**config.mk**
```make
export PLATFORM = sky130hd
export DESIGN_NAME = tpm_meter
export DESIGN_NICKNAME = d
export VERILOG_FILES = /design/src/tpm_meter.v /design/src/tpm_fifo.v
export VERILOG_INCLUDE_DIRS = /design/src
export SDC_FILE = /design/constraint.sdc
export NUM_CORES = 2
export LEC_CHECK = 0
export ABC_CLOCK_PERIOD_IN_PS = 18700
export BUFFER_PORTS_ARGS = -buffer_cell sky130_fd_sc_hd__buf_2
export CORE_MARGIN = 4
export CORE_UTILIZATION = 45
export CTS_CLUSTER_DIAMETER = 150
export CTS_CLUSTER_SIZE = 10
export DETAILED_ROUTE_END_ITERATION = 12
export PLACE_DENSITY = 0.69
export SLEW_MARGIN = 25
export SYNTH_ARGS = -nofsm -noshare
export SYNTH_HDL_FRONTEND = slang
export SYNTH_SLANG_ARGS = --single-unit
```
**constraint.sdc**
```tcl
create_clock -name clock -period 18.7 [get_ports clock]
set_clock_uncertainty 0.05 [all_clocks]
set_input_delay 3.74 -clock clock [delete_from_list [all_inputs] [get_ports clock]]
set_output_delay 3.74 -clock clock [all_outputs]
set_load 0.01 [all_outputs]
```
**src/tpm_defines.vh**
```
`ifndef TPM_DEFINES_VH
`define TPM_DEFINES_VH
// ****************
// Widths and rates
// ****************
`define TPM_DW          24
`define TPM_AW          40
`define TPM_RATIO       4
`define TPM_PH_W        2
`define TPM_PH_LAST     2'h3
`define TPM_TAPS        12
`define TPM_FIFO_DEPTH  4
`define TPM_FIFO_AW     2
// ****************
// Coefficients, Q1.15
// ****************
`define TPM_CQ          15
`define TPM_HP_SHIFT    8
`define TPM_DECAY_SHIFT 12
`define TPM_ZERO_DW     24'h000000
`define TPM_ZERO_AW     40'h0000000000
`endif

```
**src/tpm_meter.v**
```verilog
`timescale 1ns/1ps
`include "tpm_defines.vh"
module tpm_meter (
    input  wire                 clock,
    input  wire                 sys_rst,
    input  wire                 in_valid,
    output reg                  in_ready,
    input  wire [`TPM_DW-1:0]   in_sample,
    input  wire                 dc_block,
    input  wire                 weight_en,
    output reg  [`TPM_DW-1:0]   peak,
    output reg                  peak_valid
);
    // ****************
    // Helpers
    // ****************
    function signed [`TPM_AW-1:0] sx;
        input signed [`TPM_DW-1:0] v;
        begin
            sx = {{(`TPM_AW-`TPM_DW){v[`TPM_DW-1]}}, v};
        end
    endfunction
    function signed [`TPM_DW-1:0] sat;
        input signed [`TPM_AW-1:0] v;
        begin
            if (v > sx(24'h7fffff)) sat = 24'h7fffff;
            else if (v < sx(24'h800000)) sat = 24'h800000;
            else sat = v[`TPM_DW-1:0];
        end
    endfunction
    // Phases 0 and 1 of the symmetric prototype, Q1.15, unity gain per phase
    // Phases 2 and 3 reuse them reversed, halving the table
    function signed [15:0] coef;
        input [4:0] k;
        begin
            case (k)
                5'h00: coef = 16'h0038;
                5'h01: coef = 16'h0168;
                5'h02: coef = 16'hfd7c;
                5'h03: coef = 16'h0440;
                5'h04: coef = 16'hf864;
                5'h05: coef = 16'h1194;
                5'h06: coef = 16'h7c70;
                5'h07: coef = 16'hf2e8;
                5'h08: coef = 16'h0618;
                5'h09: coef = 16'hfc98;
                5'h0a: coef = 16'h01e8;
                5'h0b: coef = 16'hfef0;
                5'h10: coef = 16'hfc44;
                5'h11: coef = 16'h03c0;
                5'h12: coef = 16'hf960;
                5'h13: coef = 16'h0b68;
                5'h14: coef = 16'heab0;
                5'h15: coef = 16'h3b88;
                5'h16: coef = 16'h63d0;
                5'h17: coef = 16'he65c;
                5'h18: coef = 16'h0d00;
                5'h19: coef = 16'hf88c;
                5'h1a: coef = 16'h043c;
                5'h1b: coef = 16'hfd94;
                default: coef = 16'h0000;
            endcase
        end
    endfunction
    // ****************
    // Input FIFO
    // ****************
    wire                  f_ready;
    wire                  f_valid;
    wire [`TPM_DW-1:0]    f_data;
    reg                   take;
    tpm_fifo #(.WIDTH(`TPM_DW), .DEPTH(`TPM_FIFO_DEPTH), .AW(`TPM_FIFO_AW)) u_fifo (
        .clock     (clock),
        .sys_rst   (sys_rst),
        .in_valid  (in_valid),
        .in_ready  (f_ready),
        .in_data   (in_sample),
        .out_valid (f_valid),
        .out_ready (take),
        .out_data  (f_data)
    );
    always @(posedge clock) begin
        if (sys_rst) in_ready <= 1'b0;
        else in_ready <= f_ready;
    end
    // ****************
    // DC blocker and weighting
    // ****************
    reg signed [`TPM_AW-1:0] hp_state;
    reg signed [`TPM_AW-1:0] wt_state;
    reg signed [`TPM_DW-1:0] x_in;
    reg signed [`TPM_DW-1:0] x_hp;
    reg signed [`TPM_DW-1:0] x_w;
    reg signed [`TPM_AW-1:0] next_hp_state;
    reg signed [`TPM_AW-1:0] next_wt_state;
    always @* begin
        x_in          = f_data;
        next_hp_state = hp_state + ((sx(x_in) - hp_state) >>> `TPM_HP_SHIFT);
        // First-order DC tracker subtracted: cheap, corner near fs/1600
        if (dc_block) x_hp = sat(sx(x_in) - hp_state);
        else x_hp = x_in;
        // Simple high-shelf weighting: x + (x - prev)/2, emphasises top band
        next_wt_state = sx(x_hp);
        if (weight_en) x_w = sat(sx(x_hp) + ((sx(x_hp) - wt_state) >>> 1));
        else x_w = x_hp;
    end
    // ****************
    // Polyphase interpolator
    // ****************
    // Zero-stuffed stream seen as four phases of a 12-tap-per-phase branch
    reg signed [`TPM_DW-1:0] hist [0:`TPM_TAPS-1];
    reg [`TPM_PH_W-1:0]      phase;
    reg                      busy;
    reg signed [`TPM_AW-1:0] acc;
    reg [3:0]                ti;
    reg signed [`TPM_AW-1:0] interp;
    reg                      interp_valid;
    integer                  i;
    function [4:0] cidx;
        input [1:0] ph;
        input [3:0] t;
        begin
            // Phase 2,3 are phase 1,0 read backwards (symmetric FIR)
            if (ph[1]) begin
                cidx = {~ph[0], 4'hb - t};
            end else begin
                cidx = {ph[0], t};
            end
        end
    endfunction
    always @* begin
        take = f_valid && !busy;
    end
    wire signed [`TPM_DW-1:0] tap_x = hist[ti];
    wire signed [15:0] tap_c = coef(cidx(phase, ti));
    wire signed [`TPM_AW-1:0] prod = sx(tap_x) * {{(`TPM_AW-16){tap_c[15]}}, tap_c};
    always @(posedge clock) begin
        if (sys_rst) begin
            hp_state     <= `TPM_ZERO_AW;
            wt_state     <= `TPM_ZERO_AW;
            phase        <= 2'h0;
            busy         <= 1'b0;
            acc          <= `TPM_ZERO_AW;
            ti           <= 4'h0;
            interp       <= `TPM_ZERO_AW;
            interp_valid <= 1'b0;
            for (i = 0; i < `TPM_TAPS; i = i + 1) hist[i] <= `TPM_ZERO_DW;
        end else begin
            interp_valid <= 1'b0;
            if (take) begin
                hp_state <= next_hp_state;
                wt_state <= next_wt_state;
                hist[0]  <= x_w;
                for (i = 1; i < `TPM_TAPS; i = i + 1) hist[i] <= hist[i-1];
                busy  <= 1'b1;
                phase <= 2'h0;
                ti    <= 4'h0;
                acc   <= `TPM_ZERO_AW;
            end else if (busy) begin
                // One MAC per cycle: 12 taps x 4 phases fits the sample budget
                if (ti == 4'hb) begin
                    // Zero-stuffing gain of four is already folded into the taps
                    interp       <= (acc + prod) >>> `TPM_CQ;
                    interp_valid <= 1'b1;
                    acc          <= `TPM_ZERO_AW;
                    ti           <= 4'h0;
                    if (phase == `TPM_PH_LAST) busy <= 1'b0;
                    phase <= phase + 2'h1;
                end else begin
                    acc <= acc + prod;
                    ti  <= ti + 4'h1;
                end
            end
        end
    end
    // ****************
    // Peak detector
    // ****************
    reg [`TPM_DW-1:0] mag;
    reg [`TPM_DW-1:0] next_peak;
    always @* begin
        if (interp[`TPM_AW-1]) mag = sat(-interp);
        else mag = sat(interp);
        if (mag > peak) next_peak = mag;
        else next_peak = peak - (peak >> `TPM_DECAY_SHIFT);
    end
    always @(posedge clock) begin
        if (sys_rst) begin
            peak       <= `TPM_ZERO_DW;
            peak_valid <= 1'b0;
        end else begin
            peak_valid <= interp_valid;
            if (interp_valid) peak <= next_peak;
        end
    end
endmodule // tpm_meter

```
**src/tpm_fifo.v**
```verilog
`timescale 1ns/1ps
// ****************
// Small sample FIFO
// ****************
module tpm_fifo #(
    parameter WIDTH = 24,
    parameter DEPTH = 4,
    parameter AW    = 2
) (
    input  wire             clock,
    input  wire             sys_rst,
    input  wire             in_valid,
    output wire             in_ready,
    input  wire [WIDTH-1:0] in_data,
    output reg              out_valid,
    input  wire             out_ready,
    output reg  [WIDTH-1:0] out_data
);
    reg [WIDTH-1:0] mem [0:DEPTH-1];
    reg [AW-1:0]    wr_ptr;
    reg [AW-1:0]    rd_ptr;
    reg [AW:0]      count;
    wire            do_wr;
    wire            do_rd;
    assign in_ready = (count != DEPTH[AW:0]);
    assign do_wr    = in_valid && in_ready;
    assign do_rd    = (count != {(AW+1){1'b0}}) && (!out_valid || out_ready);
    always @(posedge clock) begin
        if (do_wr) begin
            mem[wr_ptr] <= in_data;
        end
    end
    always @(posedge clock) begin
        if (sys_rst) begin
            wr_ptr    <= {AW{1'b0}};
            rd_ptr    <= {AW{1'b0}};
            count     <= {(AW+1){1'b0}};
            out_valid <= 1'b0;
            out_data  <= {WIDTH{1'b0}};
        end else begin
            if (do_wr) begin
                wr_ptr <= wr_ptr + {{(AW-1){1'b0}}, 1'b1};
            end
            if (do_rd) begin
                rd_ptr    <= rd_ptr + {{(AW-1){1'b0}}, 1'b1};
                out_data  <= mem[rd_ptr];
                out_valid <= 1'b1;
            end else if (out_ready) begin
                out_valid <= 1'b0;
            end
            count <= count + {{AW{1'b0}}, do_wr} - {{AW{1'b0}}, do_rd};
        end
    end
endmodule // tpm_fifo

```
== Word-level counts from Yosys, hierarchy flattened ==
Memory sizes are Yosys's and may differ from the RTL's. A register that Yosys moved wholly into a read port is not among the register bits.
Cells that the tools add are included.
Operators by class
  add/sub/neg operators: 14
  $mul: 1
  magnitude comparators: 9
  eq/ne operators: 3
  multiplexer cells: 43
  bitwise logic cells: 15
  reduce and logical (&&, ||, !) cells: 12
Operator list (count)
  24-bit two-way mux: 24
  40-bit by 24-bit > comparator with 1-bit output, second input constant: 2
  40-bit by 24-bit < comparator with 1-bit output, second input constant: 2
  25-bit by 24-bit > comparator with 1-bit output, second input constant: 2
  25-bit by 24-bit < comparator with 1-bit output, second input constant: 2
  40-bit by 32-bit adder with 40-bit output: 1
  40-bit adder: 1
  24-bit by 16-bit multiplier with 40-bit output: 1
  40-bit two-way mux: 1
  25-bit negation with 40-bit output: 1
  24-bit by 40-bit subtractor with 40-bit output: 1
  24-bit by 24-bit adder with 25-bit output: 1
  24-bit by 24-bit subtractor with 25-bit output: 1
  24-bit > comparator: 1
  24-bit by 12-bit subtractor with 24-bit output: 1
  1-bit two-way mux: 14
  4-bit two-way mux: 3
  1-bit OR: 12
  2-bit by 1-bit adder with 2-bit output, second input constant: 3
  5-bit two-way mux: 1
  4-bit by 1-bit adder with 4-bit output, second input constant: 1
  4-bit == test, second input constant: 1
  4-bit subtractor, first input constant: 1
  3-bit by 1-bit adder with 3-bit output: 1
  13 further kinds: 18
Word-level totals
  register bits: 171
  memory bits (writable): 384
  bits in read-only memories: 448
  input bits: 29
  output and inout bits: 26
  word-level logic and storage cells: 115
  memories: 3
Memories
  (no name shown): words 32, width 14, read ports 1, clocked after Yosys merged registers in 0, write ports 0, line tpm_meter.v:36  | case (k)
  hist: words 12, width 24, read ports 12, clocked after Yosys merged registers in 1, write ports 12, line tpm_meter.v:111  | reg signed [`TPM_DW-1:0] hist [0:`TPM_TAPS-1];
  u_fifo.mem: words 4, width 24, read ports 1, clocked after Yosys merged registers in 1, write ports 1, line tpm_fifo.v:19  | reg [WIDTH-1:0] mem [0:DEPTH-1];

== Logic depth before layout (Yosys ltp) ==
  depth after elaboration: 12
  mapped depth: 41
  depth with buffers taken out: 39

== By module ==
From an unflattened synthesis, not the netlist that was laid out.
Second synthesis, totals
  cell total of the unflattened synthesis: 4624
  area, all modules: 46041.7 um2
Modules (own cells, without submodules)
  tpm_meter: instances 1, cells each 4391, area each 41325.9 um2, sequential area each 11951.5 um2
  tpm_fifo: instances 1, cells each 233, area each 4715.8 um2, sequential area each 3523.4 um2

== Worst setup path before layout ==
OpenSTA, ideal clock, no wires.
  path kind: input to register
  start point: in sys_rst
  end point: mem hist[0][0] (netlist name) (enable)
  setup time: 0.765 ns
  arrival: 12.181 ns
  data required time: 17.885 ns
  path slack: 5.704 ns
  stages: 4
  path buffers: 2
  cell sequence: clkbuf_1 > nor2_1 > inv_2 > clkbuf_1
RTL lines
  from (decl): line tpm_meter.v:5  | input wire sys_rst,
  to (decl): line tpm_meter.v:111

==> flow_summary_export.csv <==
group,metric,value,unit
route,dr.first_iter.drc_count,2496,
clock_network,cts_sinks,581,
global_routing,grt_pass1_vias,33600,
global_routing,grt_pass1_wl,181,mm
die,core_area,102000,sq um
clock_network,numCtsBuffers,68,
sta,post-route-period-util,0.604,
clock_network,clock_latency,0.63,ns
clock_network,h-tree-depth,3,
logic_synthesis,synth_seq_cells,581,
logic_synthesis,syn_area,46100,sq um
route,routed_wl,111,mm
worst_setup_path,cp_top_family,"compound AO/OA/AOI/OAI gates",
sta,hold_viol,0,
logic_synthesis,avgSynthCellArea,9.89,sq um
die,num_io_pins,55,
die,die_width,328,um
global_routing,grt_use_total,0.208,
sta,worst_slew_pin_slew,1.12,ns
min_path,min-delay-start,"wt_state[22]",
worst_setup_path,crit_type,"input pin to flop",
clock_network,cts-root-buf,"clkbuf_16",
route,wl_per_cell,18.4,um
clock_network,cts-resized-gates,0,
run,cap_violations,0,
sta,drv_slew,0,
logic_synthesis,synth_ff_type,"edfxtp_1",
logic_synthesis,syn_inst,4659,
logic_synthesis,yosys_warnings,0,
layout,drive_gt1_frac,0.0732,
worst_setup_path,arrival,11.55,ns
route,drc,0,
sta,min_period,11.29,ns
clock_network,cts_hold_buf,0,
sta,rsz0062_at_grt,"false",
worst_setup_path,critPathSlowestCell,"or2_1",
worst_setup_path,worst-path-max-fanout,27,
clock_network,clock_path_buffers,3,
clock_network,post_cts_buffers,0,
sta,tns,0,ns
die,num_rows,117,
min_path,holdPathEnd,"wt_state[22]",
placed_design,port_buffers,54,
logic_synthesis,yosysSeqAreaShare,0.336,
logic_synthesis,synth_cell_types,88,
sta,slew-limit-headroom,0.247,
placed_design,dp.final_hpwl,82.5,mm
worst_setup_path,cp_common_cell,"a21oi_1",
route,vias,33800,
layout,area_growth,8.30,%
worst_setup_path,startpoint_type,"input pin",
logic_synthesis,synth_edf_count,384,
route,ant_nets,0,
worst_setup_path,reg2reg_depth,32,
sta,setup_viol,0,
global_routing,antenna_found_initial,7,
run_status,run_status,"finished clean",
worst_setup_path,rr_endpoint,"hist[0][0]",
worst_setup_path,r2r_start,"u_fifo.out_data[23]",
layout,fin_nets,5336,
clock_network,clk_pin_slew,0.06,ns
die,initial_core_util,0.453,
sta,fmax,0.0886,GHz
global_routing,grt_max_degree,143,
worst_setup_path,timing.critical_path.buf_inv,2,
logic_synthesis,ys_async_sr_fraction,0,
worst_setup_path,required,18.96,ns
worst_setup_path,ff2ff_setup_slack,7.92,ns
min_path,min_path_cells,1,
die,die_area,108000,sq um
placed_design,gp_congestion,0.898,
logic_synthesis,synthesis.nets,5349,
global_routing,overflow,0,
min_path,hold_path_class,"flop to flop",
route,vias_per_cell,5.57,
die,chipHeight,328,um
route,drt_pass1_iterations,6,
clock_network,cts_tree,"done",
worst_setup_path,cp_slowest_stage_delay,0.68,ns
worst_setup_path,critPathCaptureType,"flop",
-- cell families (layout without fill, tap and decap cells) --
family / Yosys count / after routing / synth area share
AND/OR/NAND/NOR: 1513 / 1513 / 0.156
flip-flops: 581 / 581 / 0.336
AO/OA/AOI/OAI: 907 / 907 / 0.125
adder cells (fa/ha/maj): 676 / 676 / 0.241
XOR/XNOR: 156 / 156 / 0.0302
buffers and inverters: 688 / 726 / 0.0565
other: 1 / 3 / 0.0000814
multiplexers: 137 / 137 / 0.0559
-- through the flow --
stage / setup WS [ns] / cell area [sq um] / hold WS [ns] / std cells / util
floorplan: 5.70 / 46100 / 0.376 / 4659 / -
global placement: 7.08 / 47800 / 0.384 / 5942 / 0.470
detailed placement: 6.92 / 47800 / 0.393 / 5942 / 0.470
CTS: 7.53 / 49800 / 0.405 / 6063 / 0.490
global route: 6.50 / 49900 / 0.421 / 6065 / 0.490
finish: 7.41 / 49900 / 0.399 / 6067 / 0.490
-- metal layers --
layer | routed length [um] | track usage | share of wire | up-vias
met5 | 26 | 0 | 0.00023 | -
met4 | 3710 | 0.0663 | 0.033 | 4
met3 | 6570 | 0.0307 | 0.059 | 194
met2 | 52200 | 0.339 | 0.47 | 1013
met1 | 49000 | 0.287 | 0.44 | 16600
li1 | - | - | - | 16000
-- Yosys cell counts (36+ instances only) --
cell type / count / area (sq um)
nor3_1: 54 / 270
nand3_1: 41 / 205
fa_1: 355 / 7110
nor2b_1: 82 / 513
nand2_1: 526 / 1970
inv_1: 489 / 1840
ha_1: 306 / 3830
xor2_1: 64 / 561
mux4_2: 96 / 2160
a21oi_1: 326 / 1630
nor2_1: 370 / 1390
clkbuf_1: 157 / 589
dfxtp_1: 197 / 3940
o21a_1: 60 / 450
edfxtp_1: 384 / 11500
and2_1: 262 / 1640
mux2i_1: 38 / 380
xnor2_1: 90 / 788
nand4_1: 38 / 238
a21o_1: 92 / 691
a211oi_1: 36 / 270
o21ai_0: 132 / 661
nand2b_1: 40 / 250
-- registers in the layout, indices dropped and copies added (netlist names), named ones only --
| signal | flops |
|---|---|
| hist | 288 |
| u_fifo.wr_ptr | 2 |
| u_fifo.rd_ptr | 2 |
| phase | 2 |
| interp_valid | 1 |
| wt_state | 24 |
| peak | 24 |
| in_ready | 1 |
| u_fifo.count | 3 |
| u_fifo.mem | 96 |
| hp_state | 40 |
| peak_valid | 1 |
| u_fifo.out_data | 24 |
| interp | 25 |
| acc | 38 |
| busy | 1 |
| ti | 4 |
| u_fifo.out_valid | 1 |
-- cell usage in the layout, fill, tap and decap left out, types with 16 or more instances in the layout --
cell | netlist | final
a211oi_1 | 36 | 36
a21o_1 | 92 | 92
a21oi_1 | 326 | 322
a22oi_1 | 33 | 33
a31oi_1 | 27 | 27
and2_1 | 262 | 262
buf_2 | 11 | 53
buf_4 | 2 | 57
clkbuf_1 | 157 | 44
clkbuf_16 | 0 | 69
dfxtp_1 | 197 | 192
edfxtp_1 | 384 | 384
fa_1 | 355 | 355
ha_1 | 306 | 306
inv_1 | 489 | 489
mux2i_1 | 38 | 38
mux4_2 | 96 | 96
nand2_1 | 526 | 526
nand2b_1 | 40 | 39
nand3_1 | 41 | 41
nand4_1 | 38 | 38
nor2_1 | 370 | 368
nor2b_1 | 82 | 81
nor3_1 | 54 | 54
o211ai_1 | 16 | 16
o21a_1 | 60 | 60
o21ai_0 | 132 | 130
o21ai_1 | 29 | 30
o21bai_1 | 26 | 25
or3_1 | 22 | 22
xnor2_1 | 90 | 90
xor2_1 | 64 | 64
-- worst register-to-register path, delay by kind of cell, from the launching register on --
kind	cells	cell delay, ns
fa+ha+maj	3	1.41
simple gates	9	3.02
compound gates	20	5.13
flops	1	0.89
-- final cells by class --
class                      count  area [sq um]
fill                        9259         51900
clock buffer                 114          1910
clock inverter                 7           116
antenna                        2          5.00
sequential                   581         15500
tap                         1368          1710
timing repair buffer         113           752
inverter                     492          1850
multi-input combinational   3390         28000
-- worst max-delay path by stage --
stage                 endpoint  slack [ns]      from  depth (start not counted)
global route        hist[0][0]        6.50  dc_block                         28
floorplan           hist[0][0]        5.70   sys_rst                          4
finish              hist[0][0]        7.41  dc_block                         28
global placement    hist[0][0]        7.08  dc_block                         28
detailed placement  hist[0][0]        6.92  dc_block                         28
CTS                 hist[0][0]        7.53  dc_block                         28
Power is left out: the tool's default activity adds up to more than one toggle a clock period on the data nets, which glitch-free logic cannot reach.
